==> src/verilog/dect_pkg.sv <==
// Shared constants and types for the dual event counter timer
package dect_pkg;

  localparam int CLK_FREQ_HZ     = 50_000_000;
  localparam int TICK_PERIOD_US  = 1;
  localparam int TICK_CYCLES     = CLK_FREQ_HZ / 1_000_000 * TICK_PERIOD_US;
  localparam int TICK_CNT_W      = 6;
  localparam int NUM_INST        = 2;
  localparam int SRC_NUM         = 19;
  localparam int CNT_W_DEFAULT   = 32;

  typedef enum logic [4:0] {
    src_off,
    src_microsecond_pulse,
    src_io_a0,
    src_io_a1,
    src_io_a2,
    src_io_a3,
    src_sw_output0,
    src_sw_output1,
    src_sw_output2,
    src_sw_output3,
    src_inst0_begin_evt,
    src_inst1_begin_evt,
    src_inst0_finish_evt,
    src_inst1_finish_evt,
    src_lut_cell0_out,
    src_lut_cell1_out,
    src_exp_begin,
    src_exp_finish,
    src_awaiting_frame_trig
  } dect_src_e;

  typedef enum logic [2:0] {
    qual_low,
    qual_high,
    qual_fall,
    qual_rise,
    qual_both_edges
  } dect_qual_e;

  typedef enum logic [2:0] {
    state_idle,
    state_wait_trig,
    state_running,
    state_done,
    state_wrapped
  } dect_state_e;

  typedef struct packed {
    dect_src_e  cnt_sel;
    dect_qual_e cnt_qual;
    dect_src_e  trig_sel;
    dect_qual_e trig_qual;
    dect_src_e  clr_sel;
    dect_qual_e clr_qual;
  } dect_cfg_s;

  localparam dect_cfg_s CFG_RESET = '{
    cnt_sel:   src_off,
    cnt_qual:  qual_rise,
    trig_sel:  src_off,
    trig_qual: qual_rise,
    clr_sel:   src_off,
    clr_qual:  qual_rise
  };

endpackage

==> src/verilog/dect_core_if.sv <==
// Link between the top and one counter instance
`timescale 1ns/10ps
interface dect_core_if #(parameter int W = 32);
  logic         arm;
  logic         has_trig;
  logic         count_evt;
  logic         trig_evt;
  logic         clear_evt;
  logic [W-1:0] start_delay;
  logic [W-1:0] end_duration;
  logic [W-1:0] count;
  logic [W-1:0] captured;
  logic [2:0]   state;
  logic         begin_evt;
  logic         finish_evt;

  modport top  (output arm, has_trig, count_evt, trig_evt, clear_evt, start_delay, end_duration,
                input count, captured, state, begin_evt, finish_evt);
  modport core (input arm, has_trig, count_evt, trig_evt, clear_evt, start_delay, end_duration,
                output count, captured, state, begin_evt, finish_evt);
endinterface

==> src/verilog/dect_core.sv <==
// One counter instance: state machine, count, capture and events
`timescale 1ns/10ps
module dect_core
  import dect_pkg::*;
#(
  parameter int W = 32
)(
  input  wire logic clk_i,   // Core clock
  input  wire logic rst_n_i, // Synchronised reset, active low
  dect_core_if.core bus      // Config and events from top
);
  import dect_pkg::*;

  dect_state_e  state;
  dect_state_e  next_state;
  logic [W-1:0] count;
  logic [W-1:0] next_count;
  logic [W-1:0] captured;
  logic [W-1:0] next_captured;
  logic         begin_evt;
  logic         next_begin;
  logic         finish_evt;
  logic         next_finish;
  logic [W-1:0] count_inc;

  assign count_inc = count + 1'b1;

  always_comb
  begin
    next_state    = state;
    next_count    = count;
    next_captured = captured;
    next_begin    = 1'b0;
    next_finish   = 1'b0;
    if (bus.arm)
    begin
      next_count = '0;
      if (bus.has_trig)
      begin
        next_state = state_wait_trig;
      end
      else
      begin
        next_state = state_running;
        next_begin = (bus.start_delay == '0);                  // [RL5]
      end
    end
    else if (bus.clear_evt && state != state_idle)
    begin
      next_captured = count;                                   // [RL13]
      next_count    = '0;                                      // [RL10]
      next_state    = state_running;
      next_begin    = (bus.start_delay == '0);
    end
    else
    begin
      case (state)
        state_idle:
        begin
          next_state = state_idle;
        end
        state_wait_trig, state_done, state_wrapped:
        begin
          if (bus.has_trig && bus.trig_evt)
          begin
            next_count = '0;                                   // [RL8]
            next_state = state_running;
            next_begin = (bus.start_delay == '0);
          end
        end
        state_running:
        begin
          if (bus.count_evt)
          begin
            if (count == '1)
            begin
              next_count = '0;
              next_state = state_wrapped;                      // [RL16]
            end
            else
            begin
              next_count = count_inc;                          // [RL2]
              next_begin = (count_inc == bus.start_delay);     // [RL5]
              if (count_inc == bus.end_duration)
              begin
                next_finish = 1'b1;                            // [RL6]
                next_state  = state_done;
              end
            end
          end
        end
        default:
        begin
          next_state = state_idle;
        end
      endcase
    end
  end

  always_ff @(posedge clk_i or negedge rst_n_i)
  begin
    if (!rst_n_i)
    begin
      state      <= state_idle;
      count      <= '0;
      captured   <= '0;
      begin_evt  <= 1'b0;
      finish_evt <= 1'b0;
    end
    else
    begin
      state      <= next_state;
      count      <= next_count;
      captured   <= next_captured;
      begin_evt  <= next_begin;
      finish_evt <= next_finish;
    end
  end

  assign bus.count      = count;
  assign bus.captured   = captured;
  assign bus.state      = state;
  assign bus.begin_evt  = begin_evt;
  assign bus.finish_evt = finish_evt;
endmodule

==> src/verilog/dect_top.sv <==
// Top of the dual event counter timer: config store, source select, readback
`timescale 1ns/10ps
// Behaviour
// RL1 - Two counters, chosen by instance select
// RL2 - Count advances on each qualified count event
// RL3 - Nineteen selectable sources for every selector
// RL4 - Count event qualified by level or edge; pulse sources are counted as they come, with no qualification
// RL5 - Begin event after delay counts elapsed
// RL6 - Finish event after duration counts elapsed
// RL7 - Trigger and clear sources mutually exclusive
// RL8 - Qualified trigger starts the counting
// RL9 - Trigger qualified by level or edge; pulse sources trigger as they come, with no qualification
// RL10 - Qualified clear source resets the counter
// RL11 - Clear qualified by level or edge; pulse sources clear as they come, with no qualification
// RL12 - Live count of selected counter readable
// RL13 - Count before reset is captured, readable
// RL14 - State of selected counter readable
// RL15 - All settings kept separately per counter
// RL16 - State is idle, waiting, running, done, wrapped
// RL17 - Off source never gives any occurrence
// RL18 - Microsecond pulse one cycle per microsecond
module dect_top
  import dect_pkg::*;
#(
  parameter int W = CNT_W_DEFAULT
)(
  input  wire logic                 core_clk_i,            // Core clock 50 MHz
  input  wire logic                 rstn_i,                // Async reset, active low
  input  wire logic [3:0]           io_a_i,                // Line inputs
  input  wire logic [3:0]           sw_output_i,           // User outputs
  input  wire logic [1:0]           lut_cell_out_i,        // Logic block outputs
  input  wire logic                 exp_begin_i,           // Exposure start pulse
  input  wire logic                 exp_finish_i,          // Exposure end pulse
  input  wire logic                 awaiting_frame_trig_i, // Frame trigger wait level
  input  wire logic                 instance_select_i,     // Counter 0 or 1
  input  wire logic                 cfg_write_i,           // Write strobe for settings
  input  wire dect_pkg::dect_src_e  count_source_sel_i,    // Count event source
  input  wire dect_pkg::dect_qual_e count_source_qual_i,   // Count event qualification
  input  wire dect_pkg::dect_src_e  start_trig_sel_i,      // Trigger source
  input  wire dect_pkg::dect_qual_e start_trig_qual_i,     // Trigger qualification
  input  wire dect_pkg::dect_src_e  clear_src_sel_i,       // Clear source
  input  wire dect_pkg::dect_qual_e clear_src_qual_i,      // Clear qualification
  input  wire logic [W-1:0]         start_delay_counts_i,  // Counts to begin event
  input  wire logic [W-1:0]         end_duration_counts_i, // Counts to finish event
  output dect_pkg::dect_cfg_s       cfg_readback_o,        // Stored settings, selected
  output logic [W-1:0]              start_delay_o,         // Stored delay, selected
  output logic [W-1:0]              end_duration_o,        // Stored duration, selected
  output logic [W-1:0]              live_count_o,          // Live count, selected
  output logic [W-1:0]              captured_count_o,      // Count at last clear
  output dect_pkg::dect_state_e     instance_state_o,      // State, selected
  output logic                      microsecond_pulse_o,   // One-cycle tick
  output logic [1:0]                inst_begin_evt_o,      // Begin event per counter
  output logic [1:0]                inst_finish_evt_o      // Finish event per counter
);
  import dect_pkg::*;

  localparam logic [TICK_CNT_W-1:0] TICK_LAST = TICK_CNT_W'(TICK_CYCLES - 1);

  logic rst_meta;
  logic rst_n;

  always_ff @(posedge core_clk_i or negedge rstn_i)
  begin
    if (!rstn_i)
    begin
      rst_meta <= 1'b0;
      rst_n    <= 1'b0;
    end
    else
    begin
      rst_meta <= 1'b1;
      rst_n    <= rst_meta;
    end
  end

  // Microsecond tick
  logic [TICK_CNT_W-1:0] tick_cnt;
  logic [TICK_CNT_W-1:0] next_tick_cnt;
  logic                  tick;
  logic                  next_tick;

  always_comb
  begin
    next_tick     = (tick_cnt == TICK_LAST);                   // [RL18]
    next_tick_cnt = next_tick ? '0 : tick_cnt + 1'b1;
  end

  always_ff @(posedge core_clk_i or negedge rst_n)
  begin
    if (!rst_n)
    begin
      tick_cnt <= '0;
      tick     <= 1'b0;
    end
    else
    begin
      tick_cnt <= next_tick_cnt;
      tick     <= next_tick;
    end
  end

  assign microsecond_pulse_o = tick;

  // Per-counter settings
  dect_cfg_s    cfg_q      [NUM_INST];
  dect_cfg_s    next_cfg   [NUM_INST];
  logic [W-1:0] delay_q    [NUM_INST];
  logic [W-1:0] next_delay [NUM_INST];
  logic [W-1:0] dur_q      [NUM_INST];
  logic [W-1:0] next_dur   [NUM_INST];
  logic [NUM_INST-1:0] arm;
  logic [NUM_INST-1:0] next_arm;
  dect_cfg_s    wr_cfg;

  always_comb
  begin
    wr_cfg = '{cnt_sel: count_source_sel_i, cnt_qual: count_source_qual_i,
               trig_sel: start_trig_sel_i, trig_qual: start_trig_qual_i,
               clr_sel: clear_src_sel_i, clr_qual: clear_src_qual_i};
    if (start_trig_sel_i != src_off)
    begin
      wr_cfg.clr_sel = src_off;                                // [RL7]
    end
    for (int i = 0; i < NUM_INST; i++)
    begin
      next_cfg[i]   = cfg_q[i];
      next_delay[i] = delay_q[i];
      next_dur[i]   = dur_q[i];
      next_arm[i]   = 1'b0;
      if (cfg_write_i && (instance_select_i == i[0]))          // [RL1] [RL15]
      begin
        next_cfg[i]   = wr_cfg;
        next_delay[i] = start_delay_counts_i;
        next_dur[i]   = end_duration_counts_i;
        next_arm[i]   = 1'b1;
      end
    end
  end

  always_ff @(posedge core_clk_i or negedge rst_n)
  begin
    if (!rst_n)
    begin
      for (int i = 0; i < NUM_INST; i++)
      begin
        cfg_q[i]   <= CFG_RESET;
        delay_q[i] <= '0;
        dur_q[i]   <= '0;
      end
      arm <= '0;
    end
    else
    begin
      cfg_q   <= next_cfg;
      delay_q <= next_delay;
      dur_q   <= next_dur;
      arm     <= next_arm;
    end
  end

  // Source vector, one bit per selector value
  logic [SRC_NUM-1:0] src_vec;
  logic [SRC_NUM-1:0] src_prev;
  logic [SRC_NUM-1:0] src_pulse_type;
  logic [1:0]         begin_evt;
  logic [1:0]         finish_evt;

  assign src_vec = {awaiting_frame_trig_i, exp_finish_i, exp_begin_i, lut_cell_out_i,
                    finish_evt, begin_evt, sw_output_i, io_a_i, tick, 1'b0}; // [RL3] [RL17]
  // Pulse sources are taken as they come, without qualification
  assign src_pulse_type = 19'h33c02;

  always_ff @(posedge core_clk_i or negedge rst_n)
  begin
    if (!rst_n)
    begin
      src_prev <= '0;
    end
    else
    begin
      src_prev <= src_vec;
    end
  end

  function automatic logic qualify(input dect_src_e sel, input dect_qual_e q,
                                   input logic [SRC_NUM-1:0] cur,
                                   input logic [SRC_NUM-1:0] prv,
                                   input logic [SRC_NUM-1:0] pls);
    logic c;
    logic p;
    logic r;
    c = cur[sel];
    p = prv[sel];
    r = 1'b0;
    if (sel == src_off)
    begin
      r = 1'b0;
    end
    else if (pls[sel])
    begin
      r = c;
    end
    else
    begin
      case (q)
        qual_low:        r = !c;
        qual_high:       r = c;
        qual_fall:       r = p && !c;
        qual_rise:       r = !p && c;
        qual_both_edges: r = p ^ c;
        default:         r = 1'b0;
      endcase
    end
    return r;
  endfunction

  logic [W-1:0]  cnt_rd [NUM_INST];
  logic [W-1:0]  cap_rd [NUM_INST];
  dect_state_e   st_rd  [NUM_INST];
  logic [1:0]    cnt_evt_dbg;

  for (genvar g = 0; g < NUM_INST; g++)
  begin : g_inst
    dect_core_if #(.W(W)) link ();

    assign link.arm          = arm[g];
    assign link.has_trig     = (cfg_q[g].trig_sel != src_off);
    assign link.count_evt    = qualify(cfg_q[g].cnt_sel, cfg_q[g].cnt_qual,
                                       src_vec, src_prev, src_pulse_type); // [RL4]
    assign link.trig_evt     = qualify(cfg_q[g].trig_sel, cfg_q[g].trig_qual,
                                       src_vec, src_prev, src_pulse_type); // [RL9]
    assign link.clear_evt    = qualify(cfg_q[g].clr_sel, cfg_q[g].clr_qual,
                                       src_vec, src_prev, src_pulse_type); // [RL11]
    assign link.start_delay  = delay_q[g];
    assign link.end_duration = dur_q[g];
    assign cnt_rd[g]         = link.count;
    assign cap_rd[g]         = link.captured;
    assign st_rd[g]          = dect_state_e'(link.state);
    assign begin_evt[g]      = link.begin_evt;
    assign finish_evt[g]     = link.finish_evt;
    assign cnt_evt_dbg[g]    = link.count_evt;

    dect_core #(.W(W)) u_core (
      .clk_i   (core_clk_i),
      .rst_n_i (rst_n),
      .bus     (link)
    );

  end

  assign inst_begin_evt_o  = begin_evt;
  assign inst_finish_evt_o = finish_evt;

  // Registered readback of the selected counter
  dect_cfg_s    next_cfg_rb;
  logic [W-1:0] next_delay_rb;
  logic [W-1:0] next_dur_rb;
  logic [W-1:0] next_live;
  logic [W-1:0] next_capt;
  dect_state_e  next_state_rb;

  always_comb
  begin
    next_cfg_rb   = cfg_q[instance_select_i];
    next_delay_rb = delay_q[instance_select_i];
    next_dur_rb   = dur_q[instance_select_i];
    next_live     = cnt_rd[instance_select_i];                 // [RL12]
    next_capt     = cap_rd[instance_select_i];                 // [RL13]
    next_state_rb = st_rd[instance_select_i];                  // [RL14]
  end

  always_ff @(posedge core_clk_i or negedge rst_n)
  begin
    if (!rst_n)
    begin
      cfg_readback_o   <= CFG_RESET;
      start_delay_o    <= '0;
      end_duration_o   <= '0;
      live_count_o     <= '0;
      captured_count_o <= '0;
      instance_state_o <= state_idle;
    end
    else
    begin
      cfg_readback_o   <= next_cfg_rb;
      start_delay_o    <= next_delay_rb;
      end_duration_o   <= next_dur_rb;
      live_count_o     <= next_live;
      captured_count_o <= next_capt;
      instance_state_o <= next_state_rb;
    end
  end
endmodule

==> config.mk <==
export PLATFORM = sky130hd
export DESIGN_NAME = dect_top
export DESIGN_NICKNAME = d
export VERILOG_FILES = /design/src/verilog/dect_pkg.sv /design/src/verilog/dect_core_if.sv /design/src/verilog/dect_core.sv /design/src/verilog/dect_top.sv
export SDC_FILE = /design/constraint.sdc
export NUM_CORES = 1
export LEC_CHECK = 0
export BUFFER_PORTS_ARGS = -buffer_cell sky130_fd_sc_hd__buf_2
export CAP_MARGIN = 20
export CORE_MARGIN = 4
export CORE_UTILIZATION = 35
export CTS_CLUSTER_SIZE = 12
export DETAILED_ROUTE_END_ITERATION = 8
export PLACE_DENSITY = 0.56
export SYNTH_ARGS = -nofsm -noshare
export SYNTH_HDL_FRONTEND = slang
export SYNTH_HIERARCHICAL = 1
export SYNTH_SLANG_ARGS = --single-unit
==> constraint.sdc <==
create_clock -name core_clk_i -period 18.2 [get_ports core_clk_i]
set_input_delay 3.64 -clock core_clk_i [delete_from_list [all_inputs] [get_ports core_clk_i]]
set_output_delay 3.64 -clock core_clk_i [all_outputs]
set_load 0.02 [all_outputs]
## Word-level counts from Yosys, hierarchy flattened

Memories as Yosys holds them, arrays and structs flattened.
Cells that the tools add are included.
W data, S select, Z words.

| storage, ports and cells | value |
|---|---|
| memories | 6 |
| input port bits | 105 |
| bits in registers | 498 |
| logic and storage cells | 297 |
| ROM bits | 192 |
| output and inout port bits | 160 |

| cells by class | value |
|---|---|
| add/sub/neg operators | 3 |
| reductions and logical operators | 59 |
| bitwise gates (word level) | 10 |
| mux-type cells | 124 |
| magnitude comparators | 7 |
| equality and inequality tests | 45 |

Memory list:

| memory | words | width | read ports | clocked after Yosys merged registers in | write ports | RTL line | source |
|---|---|---|---|---|---|---|---|
| (name not given) | 32 | 1 | 1 | 0 | 0 | dect_top.sv:199 | `else if (pls[sel])` |
| (name not given) | 32 | 1 | 1 | 0 | 0 | dect_top.sv:199 |  |
| (name not given) | 32 | 1 | 1 | 0 | 0 | dect_top.sv:199 |  |
| (name not given) | 32 | 1 | 1 | 0 | 0 | dect_top.sv:199 |  |
| (name not given) | 32 | 1 | 1 | 0 | 0 | dect_top.sv:199 |  |
| (name not given) | 32 | 1 | 1 | 0 | 0 | dect_top.sv:199 |  |

Operator list:

| operator | number |
|---|---|
| $mux W32 | 22 |
| $eq A32 B32 Y1 | 4 |
| $pmux W32 S2 | 2 |
| $mux W24 | 3 |
| $add A32 B1 Y32 const B | 2 |
| $eq A32 B32 Y1 const B | 2 |
| $logic_not A32 Y1 | 2 |
| $bmux W1 S5 | 12 |
| $mux W1 | 56 |
| $eq A3 B2 Y1 const B | 16 |
| $mux W3 | 15 |
| $lt A5 B6 Y1 const B | 6 |
| $logic_not A5 Y1 | 6 |
| $pmux W1 S5 | 6 |
| $eq A3 B1 Y1 const B | 8 |
| $eq A3 B3 Y1 const B | 8 |
| $logic_and A1 B1 Y1 | 18 |
| $logic_not A3 Y1 | 6 |
| $reduce_bool A5 Y1 | 3 |
| $logic_not A1 Y1 | 12 |
| $pmux W3 S2 | 2 |
| $reduce_and A3 Y1 | 4 |
| $ne A5 B2 Y1 const B | 2 |
| $ne A4 B2 Y1 const B | 2 |
| other kinds (15) | 29 |

## Longest topological paths before layout

Gate-level depths: netlist of the first run.

| logic depth | value |
|---|---|
| depth after elaboration | 12 |
| mapped depth | 20 |
| gate-level depth less buffers | 18 |

## By module

Netlist of the first run, hierarchy kept.

By module, submodules not included:

| module | instances | cells each | area each (sq um) |
|---|---|---|---|
| dect_top | 1 | 1321 | 16196.8 |
| dect_core | 2 | 671 | 5670.4 |

## Worst setup path after synthesis of the first run

Ideal clock, no wire load.

| path | value |
|---|---|
| path kind | input-to-reg |
| from | input lut_cell_out_i[1] |
| to | register g_inst[0].u_core.begin_evt |
| cell stages on the path | 12 |
| buffers on the path | 0 |
| data arrival time | 6683 ps |
| setup time | 110 ps |
| slack | 11407 ps |
| data required time | 18090 ps |
| cells stage by stage | mux4_2 > and2_1 > o21ai_1 > nand3_1 > ha_1 > or4b_2 > o21ai_0 > a31oi_1 > o2bb2ai_1 > nand2_1 > or4_1 > o41ai_1 |

RTL lines:

| item | RTL line | source |
|---|---|---|
| from (decl) | dect_top.sv:31 | `input wire logic [1:0] lut_cell_out_i,` |
| $bmux W1 S5 * | dect_top.sv:192 | `c = cur[sel];` |
| $mux W1 (not written as such) * | dect_top.sv:192 |  |
| $logic_not A1 Y1 | dect_top.sv:206, dect_top.sv:208 |  |
| $logic_and A1 B1 Y1 | dect_top.sv:208 | `qual_fall: r = p && !c;` |
| $pmux W1 S5 | dect_top.sv:205 | `case (q)` |
| $mux W1 * | dect_top.sv:199 |  |
| $mux W1 * | dect_top.sv:195 | `if (sel == src_off)` |
| net g_inst[0].link.count_evt | dect_core_if.sv:6 | `logic count_evt;` |
| $mux W1 * | dect_core.sv:73 | `if (bus.count_evt)` |
| $pmux W1 S2 * | dect_core.sv:57 | `case (state)` |
| $mux W1 * | dect_core.sv:48 | `else if (bus.clear_evt && state != state_idle)` |
| $mux W1 * | dect_core.sv:35 | `if (bus.arm)` |
| net g_inst[0].u_core.next_begin | dect_core.sv:21 | `logic next_begin;` |
| to (signal assigned) | dect_core.sv:115 | `begin_evt <= next_begin;` |
| to (decl) | dect_core.sv:20 | `logic begin_evt;` |

Mark *: on every way through the listed nets, which the timed path passes. The rest lies on a longest branch. The select of a mux whose other input is x is not followed.
A chain may end at the register's enable or synchronous reset.

## Final worst setup path of the first run

| path | value |
|---|---|
| from | input sw_output_i[2] |
| to | register g_inst[1].u_core.begin_evt |

RTL lines:

| item | RTL line | source |
|---|---|---|
| from (decl) | dect_top.sv:30 | `input wire logic [3:0] sw_output_i,` |
| $bmux W1 S5 * | dect_top.sv:192 |  |
| $mux W1 (not written as such) * | dect_top.sv:192 |  |
| $logic_not A1 Y1 | dect_top.sv:206, dect_top.sv:208 |  |
| $logic_and A1 B1 Y1 | dect_top.sv:208 |  |
| $pmux W1 S5 | dect_top.sv:205 |  |
| $mux W1 * | dect_top.sv:199 |  |
| $mux W1 * | dect_top.sv:195 |  |
| net g_inst[1].link.clear_evt | dect_core_if.sv:8 | `logic clear_evt;` |
| $logic_and A1 B1 Y1 * | dect_core.sv:48 |  |
| $mux W1 * | dect_core.sv:48 |  |
| $mux W1 * | dect_core.sv:35 |  |
| net g_inst[1].u_core.next_begin | dect_core.sv:21 |  |
| to (signal assigned) | dect_core.sv:115 |  |
| to (decl) | dect_core.sv:20 |  |

Marks and branches as above.

==> results of run 1 <==
## state kept, by name, summed over array words and instances, names as in the netlist, 18 cells and up
name and flops:
g_inst.link.end_duration 64, g_inst.link.start_delay 64, g_inst.u_core/bus.captured 64, g_inst.u_core/bus.count 64, cfg_q 48, captured_count_o 32
end_duration_o 32, live_count_o 32, start_delay_o 32, cfg_readback_o 24, src_prev 18
## synth_stat cells, types with 12 or more instances
cell       number
xor2_1         59
mux2i_1        61
mux4_2         28
and3_1         34
a21oi_1        61
a2111oi_0      12
nand3_1        67
dfstp_2        18
mux2_2        304
nor3b_1        13
o21ai_0       144
ha_1           16
nand2b_1       20
buf_4          16
o31ai_1        45
nor4_1         42
clkbuf_1      122
or4_1          14
a31oi_1        12
o41ai_1        12
nor2_1        159
xnor2_1       104
buf_2          41
dfrtp_1       480
and2_1         13
nor3_1         43
nor2b_1        30
nand2_1       385
inv_1          30
and4_1         21
nand4_1        50
## worst max-delay path, cell delays in order
cell	delay [ns]
buf_2	0.14
mux4_2	0.48
nor2_1	0.10
a211oi_1	0.08
nor3_1	0.30
inv_1	0.09
ha_1	0.22
mux2i_1	0.14
nor3b_1	0.06
a31oi_1	0.15
o31ai_1	0.10
o2bb2ai_1	0.23
nor3_1	0.23
o21a_1	0.37
nand2_1	0.62
buf_4	0.49
or4_1	0.49
o41ai_1	0.25
## through the flow
stage                     utilization, %  hold slack [ns]
final                               40.4            0.336
after CTS                           40.4            0.333
after global routing                40.4            0.355
after floorplan                        -            0.331
after detailed placement            38.0            0.353
after global placement              38.0            0.338
## layer usage
metal  global-route usage, %  share of wire (%)  vias to the layer above
met5                       0                  0                        -
met4                    10.2                4.4                        0
met3                    3.47                6.3                      172
met2                    39.7                 47                      859
met1                    33.3                 43                    11400
li1                        -                  -                     9944
## path summary, 6_finish.rpt
kind                                     start  slack, ns                             end  cells after the start
worst max-delay path            sw_output_i[2]      10.49  g_inst[1].u_core/bus.begin_evt                     18
worst min-delay path                  rst_meta       0.34                           rst_n                      0
worst max register to register        cfg_q[3]      12.35  g_inst[1].u_core/bus.begin_evt                     16
worst min register to register        rst_meta       0.34                           rst_n                      0
max in group asynchronous               rstn_i      15.29                        rst_meta                      1
min in group asynchronous                rst_n       0.38               start_delay_o[27]                      0
## final cells by class
type / count / area, sq um / share of cell area [%]
Antenna cell: 3 / 7.51 / 0.0239
Clock buffer: 82 / 1650 / 5.25
Clock inverter: 23 / 201 / 0.641
Inverter: 31 / 118 / 0.374
Multi-Input combinational cell: 1949 / 14100 / 44.9
Sequential cell: 498 / 12500 / 39.7
Tap cell: 1040 / 1300 / 4.14
Timing Repair Buffer: 290 / 1540 / 4.90
## logic make-up after synthesis
group,Yosys count
XOR/XNOR,169
AO/OA/AOI/OAI,406
other,1
adder cells (fa/ha/maj),16
AND/OR/NAND/NOR,955
multiplexers,402
buffers and inverters,216
flip-flops,498
## power groups by stage
stage / clock, mW / sequential [mW] / combinational [mW]
5_1_grt: 1.21 / 1.38 / 0.689
3_3_place_gp: 0 / 1.38 / 0.621
4_1_cts: 1.17 / 1.37 / 0.632
2_1_floorplan: 0 / 1.35 / 0.398
3_5_place_dp: 0 / 1.39 / 0.629
6_report: 1.14 / 1.37 / 0.639
==> impl_metrics.tcl, run 1 <==
set metrics [dict create \
    outcome "finished clean" \
    relSlewSlack_pct 25.9 \
    synth_seq_area_share_pct 45.3 \
    synth.avg_cell_area_sq_um 10.3 \
    wire_per_inst_microns 26.7 \
    dp_hpwl_microns 76900 \
    htreeDepth 2 \
    drv_cap 0 \
    dr.pass1.iters 6 \
    start_util_pct 35.4 \
    synth_ff_type "dfrtp_1" \
    finish.net_count 2948 \
    hp-class "flop to flop" \
    core-area_sq_mm 0.0777 \
    fin_cells 3916 \
    crit_type "primary input to flop" \
    die_h_microns 288 \
    clk_pin_slew_ns 0.06 \
    period_share_pct 42.4 \
    synthCells 2663 \
    synth-xor-area-share_pct 5.67 \
    ios 265 \
    synthTopCellsByArea "dfrtp_1 44%, mux2_2 12%, nand2_1 5.2%" \
    drt-initial-drc-count 2119 \
    grt_usage_pct 24.6 \
    cp.arrival_ns 8.20 \
    vias_per_cell 5.72 \
    syn-cell-area_sq_mm 0.0275 \
    cp-start-kind "primary input" \
    fill_cells 7550 \
    final_area_sq_mm 0.0314 \
    synth_top_family_by_area "multiplexers" \
    pwr-share-clk_pct 36.2 \
    ctsHoldBuffers 0 \
    peakVddDrop_mv 0.0731 \
    place.gp.congestion 0.967 \
    grt_overflow 0 \
    fin_ws_ns 10.49 \
    insertion_delay_ns 0.64 \
    p_comb_share_pct 20.3 \
    switching_share_pct 32.7 \
    total_power_mw 3.14 \
    finalMaxSlewViolations 0 \
    layout_commonest_cell "dfrtp_1" \
    grt_max_degree 177 \
    clockBufferDepth 3 \
    rsz0062_at_grt "no" \
    seqPwrFrac_pct 43.4 \
    p_leak_nw 13.9 \
    post_cts_buffers 0 \
    hold_violations 0 \
    rows 102 \
    async_flop_share_pct 100 \
    synth_compound_area_share_pct 9.59 \
    setup-tns-final_ns 0 \
    finClkSkew_ns 0.0445 \
    ctsResizeCount 0 \
    syn2layout_area_growth_pct 14.1 \
    required_ns 18.69 \
    die_w_microns 288 \
    dp_slack_ns 9.99 \
    final_cell_mix "479 x dfrtp_1, 385 x nand2_1, 304 x mux2_2, 263 x buf_2, 157 x nor2_1" \
    vias 22400 \
    route.detailed.drc 0 \
    p_switching_mw 1.03 \
    wl_microns 105000 \
    yosysUniqueCellTypes 78 \
    placed_cell_area_sq_mm 0.0295 \
    synth_seq_cells 498 \
    path_max_fanout 27 \
    synth_top_cell_by_area "dfrtp_1" \
    tritoncts "built" \
    fmax_mhz 130 \
    dieArea_sq_mm 0.0832 \
    root_buffer "clkbuf_16" \
    synthAdderAreaFrac_pct 0.727 \
    worstSetupEndpointType "flop" \
    grt_first_pass_wirelength_microns 153000 \
    synth-edff-count 0 \
    syn_nets 2784 \
    synthSimpleGateAreaFrac_pct 17.4 \
    ys_warn_count 6 \
    numCtsBuffers 57 \
    synth_top_area_share_pct 43.6 \
    dp.cells 3807 \
    setup_viol 0 \
    layout-drive-gt1-share_pct 26.9 \
    io_buffers 264 \
    intPower_mw 2.11 \
    antenna_found_initial 3 \
    synth.area.mux_share_pct 17.8 \
    cts.sinks 498 \
    worstMarginPinSlew_ns 1.11 \
    postRouteAntennaNets 0 \
    p_per_area_mw_per_mm2 100 \
    fin_crit_ns 7.71 \
    grt_pass1_vias 22300 \
]
(Power assumes the default switching activity.)
==> run 2, diff against run 1 <==
--- a/config.mk
+++ b/config.mk
@@ -11,7 +11,7 @@
 export CORE_UTILIZATION = 35
 export CTS_CLUSTER_SIZE = 12
 export DETAILED_ROUTE_END_ITERATION = 8
-export PLACE_DENSITY = 0.56
+export PLACE_DENSITY = 0.58
 export SYNTH_ARGS = -nofsm -noshare
 export SYNTH_HDL_FRONTEND = slang
 export SYNTH_HIERARCHICAL = 1
==> constraint.sdc (replaced) <==
create_clock -name core_clk_i -period 6.8 [get_ports core_clk_i]
set_input_delay 1.36 -clock core_clk_i [delete_from_list [all_inputs] [get_ports core_clk_i]]
set_output_delay 1.36 -clock core_clk_i [all_outputs]
set_load 0.02 [all_outputs]
==> run 2 against run 1 <==
Clock power grew to 2.8 times the previous value. Routed wire length shrank 5.5%. Die area is the same. Via count shrank 1.2%. Hold slack gained 0.018 ns. Clock skew shrank 0.016 ns. Critical path depth shrank 3. First-iteration DRC count grew 14%. Sequential cell count is the same. Worst setup slack lost 8.6 ns.
==> impl_metrics.tcl, run 2 (synthesis gave the netlist of run 1 again) <==
set metrics [dict create \
    outcome "finished clean" \
    drv_cap 0 \
    cts.sinks 498 \
    io_buffers 264 \
    tritoncts "built" \
    numCtsBuffers 57 \
    fin_cells 3908 \
    path_max_fanout 18 \
    root_buffer "clkbuf_16" \
    core-area_sq_mm 0.0777 \
    p_comb_share_pct 19.6 \
    hold_violations 0 \
    worstSetupEndpointType "flop" \
    cp-start-kind "flop" \
    setup-tns-final_ns 0 \
    dp_hpwl_microns 73200 \
    clk_pin_slew_ns 0.06 \
    period_share_pct 71.6 \
    fin_ws_ns 1.93 \
    hp-class "flop to flop" \
    fmax_mhz 205 \
    route.detailed.drc 0 \
    ctsResizeCount 0 \
    p_switching_mw 2.72 \
    intPower_mw 5.76 \
    final_cell_mix "479 x dfrtp_1, 385 x nand2_1, 304 x mux2_2, 263 x buf_2, 157 x nor2_1" \
    insertion_delay_ns 0.63 \
    seqPwrFrac_pct 43.2 \
    pwr-share-clk_pct 37.2 \
    rows 102 \
    final_area_sq_mm 0.0315 \
    setup_viol 0 \
    p_leak_nw 13.9 \
    worstMarginPinSlew_ns 1.11 \
    postRouteAntennaNets 0 \
    r2r_cells 15 \
    place.gp.congestion 1.00 \
    fin_crit_ns 4.87 \
    drt-initial-drc-count 2424 \
    dp.cells 3802 \
    placed_cell_area_sq_mm 0.0296 \
    fill_cells 7661 \
    vias_per_cell 5.66 \
    timing.rr.end "g_inst[1].u_core/bus.begin_evt" \
    dp_slack_ns 1.57 \
    wl_microns 98800 \
    endpoint "g_inst[1].u_core/bus.begin_evt" \
    layout-drive-gt1-share_pct 26.9 \
    htreeDepth 2 \
    crit_type "flop to flop" \
    p_per_area_mw_per_mm2 270 \
    grt_max_degree 144 \
    ctsHoldBuffers 0 \
    startpoint "cfg_q[3]" \
    grt_usage_pct 23.3 \
    die_w_microns 288 \
    antenna_found_initial 8 \
    dr.pass1.iters 6 \
    post_cts_buffers 0 \
    r2r-start "cfg_q[3]" \
    ios 265 \
    vias 22100 \
    wire_per_inst_microns 25.3 \
    grt_overflow 0 \
    grt_first_pass_wirelength_microns 146000 \
    syn2layout_area_growth_pct 14.3 \
    finalMaxSlewViolations 0 \
    dieArea_sq_mm 0.0832 \
    clockBufferDepth 3 \
    switching_share_pct 32.1 \
    rsz0062_at_grt "no" \
    grt_pass1_vias 21200 \
    cp.arrival_ns 5.37 \
    peakVddDrop_mv 0.183 \
    die_h_microns 288 \
    start_util_pct 35.4 \
    reg2reg_slack_ns 1.93 \
    finClkSkew_ns 0.0286 \
    required_ns 7.30 \
    layout_commonest_cell "dfrtp_1" \
    finish.net_count 2942 \
    relSlewSlack_pct 25.0 \
]
## run 2: changes by cell type in the layout (fill, tap and decap cells not counted), sizes merged
cell          previous run  this run
buf                    289       284
bufinv                   2         4
clkbuf                  82        81
clkinv                  16        14
diode                    3         2
dlymetal6s2s             1         0
## run 2: routing by layer
metal	GRT usage, %	vias to the layer above	part of all wire (%)
met3	3.80	148	7.4
met5	0	-	0.021
li1	-	9923	-
met1	34.0	11100	45
met4	7.12	4	3.2
met2	35.4	961	45
## run 2: critical path: stages (launching register included)
cell       delay (ns)
dfrtp_1          0.90
mux4_2           0.59
mux4_2           0.48
inv_1            0.09
o21ai_1          0.07
ha_1             0.23
mux2i_1          0.12
nor3b_1          0.06
a31oi_1          0.17
o31ai_1          0.09
o2bb2ai_1        0.20
nor3_1           0.21
o21a_1           0.38
nand2_1          0.34
or4_1            0.56
o41ai_1          0.25
## run 2: metrics by stage
stage | util (%) | power, mW | hold WS, ns
finish | 40.5 | 8.49 | 0.353
global route | 40.5 | 8.85 | 0.362
CTS | 40.5 | 8.54 | 0.358
detailed placement | 38.0 | 5.35 | 0.345
global placement | 38.0 | 5.34 | 0.336
floorplan | - | 4.67 | 0.331
## run 2: final cells by class
class / count / area, sq um / share of cell area (%)
diodes: 2 / 5.00 / 0.0159
clock buffers: 81 / 1680 / 5.33
clock inverters: 23 / 244 / 0.775
inverters: 31 / 120 / 0.382
multi-input cells: 1949 / 14100 / 44.9
flip-flops and latches: 498 / 12500 / 39.7
well taps: 1040 / 1300 / 4.13
repair buffers: 284 / 1500 / 4.77
## run 2: power by group through the flow
stage	clock [mW]	sequential (mW)	combinational (mW)
final	3.16	3.67	1.66
after global routing	3.35	3.70	1.80
after CTS	3.23	3.66	1.65
after detailed placement	0	3.71	1.64
after global placement	0	3.71	1.63
after floorplan	0	3.61	1.06
## run 2: worst min path at each step
stage / startpoint / endpoint / slack [ns] / cells after the start
after CTS: rst_meta / rst_n / 0.36 / 0
after detailed placement: rst_meta / rst_n / 0.34 / 0
after floorplan: rst_meta / rst_n / 0.33 / 0
after global placement: rst_meta / rst_n / 0.34 / 0
after global routing: rst_meta / rst_n / 0.36 / 0
final: rst_meta / rst_n / 0.35 / 0
==> run 3, diff against run 2 <==
--- a/config.mk
+++ b/config.mk
@@ -11,7 +11,7 @@
 export CORE_UTILIZATION = 35
 export CTS_CLUSTER_SIZE = 12
 export DETAILED_ROUTE_END_ITERATION = 8
-export PLACE_DENSITY = 0.58
+export PLACE_DENSITY = 0.56
 export SYNTH_ARGS = -nofsm -noshare
 export SYNTH_HDL_FRONTEND = slang
 export SYNTH_HIERARCHICAL = 1
==> constraint.sdc (replaced) <==
create_clock -name core_clk_i -period 4.49 [get_ports core_clk_i]
set_input_delay 0.898 -clock core_clk_i [delete_from_list [all_inputs] [get_ports core_clk_i]]
set_output_delay 0.898 -clock core_clk_i [all_outputs]
set_load 0.02 [all_outputs]
==> run 3 against run 2 <==
Global-route usage up 2.8 points. Non-clock buffer count up 135. Cell area up 3.7%. Utilization up 1.5 points. Highest routed layer unchanged.
==> impl_metrics.tcl, run 3 (synthesis gave the netlist of run 1 again) <==
set metrics [dict create \
    outcome "finished clean" \
    timing.rr.end "g_inst[0].u_core/bus.state[1]" \
    hp-class "primary input to async pin" \
    path_max_fanout 10 \
    hold_violations 0 \
    switching_share_pct 32.9 \
    slowest_stage "or4b_2" \
    cts.sinks 498 \
    grt_max_degree 109 \
    period_share_pct 93.9 \
    layout_commonest_cell "dfrtp_1" \
    required_ns 5.06 \
    dp_slack_ns -0.0737 \
    setup-tns-final_ns 0 \
    syn2layout_area_growth_pct 18.6 \
    grt_pass1_vias 22800 \
    seqPwrFrac_pct 41.6 \
    ctsHoldBuffers 0 \
    fmax_mhz 237 \
    cp.arrival_ns 4.78 \
    cp_common_cell "buf_4" \
    wl_microns 111000 \
    antenna_found_initial 7 \
    cp_cell_sequence "buf_4 -> mux4_2 -> nor2b_1 -> or4_1 -> nand3_1 -> ha_1 -> or4b_2 -> o21ai_0 -> a31oi_1 -> o2bb2ai_1 -> buf_4 -> o22ai_1 -> buf_4 -> nand2_1 -> nand2_1 -> or4_1 -> nand3_1" \
    p_leak_nw 14.6 \
    layout-drive-gt1-share_pct 30.2 \
    intPower_mw 8.86 \
    postRouteAntennaNets 0 \
    ios 265 \
    fin_util_pct 42.0 \
    grt_first_pass_wirelength_microns 160000 \
    fin_ws_ns 0.274 \
    rsz0062_at_grt "no" \
    relSlewSlack_pct 40.2 \
    finClkSkew_ns 0.0315 \
    vias 23000 \
    pwr-share-clk_pct 36.0 \
    route.detailed.drc 0 \
    fill_cells 7484 \
    worstMarginPinSlew_ns 0.897 \
    dp_hpwl_microns 85000 \
    total_power_mw 13.2 \
    reg2reg_slack_ns 0.27 \
    start_util_pct 35.4 \
    insertion_delay_ns 0.63 \
    cp-start-kind "flop" \
    die_h_microns 288 \
    worstSetupEndpointType "flop" \
    r2r_cells 17 \
    clockBufferDepth 3 \
    drt-initial-drc-count 2119 \
    slowest_delay_ns 0.66 \
    numCtsBuffers 57 \
    p_switching_mw 4.34 \
    finalMaxSlewViolations 0 \
    fin_crit_ns 4.22 \
    p_comb_share_pct 22.3 \
    setup_viol 0 \
    root_buffer "clkbuf_16" \
    r2r-start "cfg_q[43]" \
    crit_type "flop to flop" \
    grt_usage_pct 26.1 \
    drv_cap 0 \
    grt_overflow 0 \
    die_w_microns 288 \
    place.gp.congestion 0.980 \
    dieArea_sq_mm 0.0832 \
    p_per_area_mw_per_mm2 404 \
    tritoncts "built" \
    clk_pin_slew_ns 0.07 \
    hold_ws_ns 0.0535 \
    htreeDepth 2 \
    peakVddDrop_mv 0.321 \
    rows 102 \
    dr.pass1.iters 5 \
    finish.net_count 3077 \
    core-area_sq_mm 0.0777 \
    wire_per_inst_microns 27.4 \
    vias_per_cell 5.69 \
    io_buffers 264 \
    final_cell_mix "476 x dfrtp_1, 385 x nand2_1, 304 x mux2_2, 263 x buf_2, 157 x nor2_1" \
]
## run 3: cell count changes in the layout (fill, tap and decap cells not counted), sizes merged
cell / delta
buf: +135
diode: +5
clkbuf: -3
clkinvlp: +2
bufinv: +1
clkinv: +1
## run 3: critical path: cells and delay by family, from the launching register on
| kind | cells | cell delay, ns |
|---|---|---|
| fa+ha+maj | 1 | 0.26 |
| compound gates | 4 | 0.43 |
| mux | 1 | 0.35 |
| simple gates | 8 | 2.05 |
| buf+inv | 3 | 0.55 |
| flops | 1 | 0.50 |
## run 3: worst max-delay path by stage
stage	startpoint	to
4_1_cts	cfg_q[3]	g_inst[1].u_core/bus.begin_evt
3_5_place_dp	sw_output_i[2]	g_inst[1].u_core/bus.begin_evt
2_1_floorplan	rst_n	arm[0]
6_report	cfg_q[43]	g_inst[0].u_core/bus.state[1]
3_3_place_gp	sw_output_i[2]	g_inst[1].u_core/bus.begin_evt
5_1_grt	cfg_q[11]	g_inst[1].u_core/bus.state[1]
## run 3: cell type report
| type | instances | area (sq um) | share of cell area [%] |
|---|---|---|---|
| multi-input cells | 1949 | 14100 | 43.3 |
| flip-flops and latches | 498 | 12500 | 38.3 |
| repair buffers | 419 | 2690 | 8.24 |
| clock buffers | 78 | 1590 | 4.85 |
| well taps | 1040 | 1300 | 3.98 |
| clock inverters | 27 | 317 | 0.969 |
| inverters | 31 | 118 | 0.360 |
| diodes | 7 | 17.5 | 0.0536 |
## run 3: stage by stage
stage | cells | instance area, sq um
after global placement | 3935 | 30700
after floorplan | 2663 | 27500
after CTS | 4040 | 32600
final | 4049 | 32700
after global routing | 4042 | 32600
after detailed placement | 3935 | 30700
## run 3: repair_timing
action	4_1_cts	5_1_grt
gates resized for setup	0	5
setup buffers	0	2
setup endpoints to repair	0	54
## run 3: per-layer routing
| layer | global-route usage [%] | wire length (microns) | vias to the layer above |
|---|---|---|---|
| met5 | 0 | 13 | - |
| met4 | 8.91 | 4110 | 2 |
| met3 | 3.57 | 7250 | 180 |
| met2 | 43.9 | 53400 | 919 |
| met1 | 34.8 | 46100 | 11700 |
| li1 | - | - | 10200 |
## run 3: power groups by stage
stage	Combinational (mW)	Clock, mW	Sequential [mW]
global route	3.15	5.04	5.54
detailed placement	2.93	0	5.57
finish	2.95	4.75	5.50
CTS	2.94	4.88	5.50
floorplan	1.61	0	5.47
global placement	2.89	0	5.55
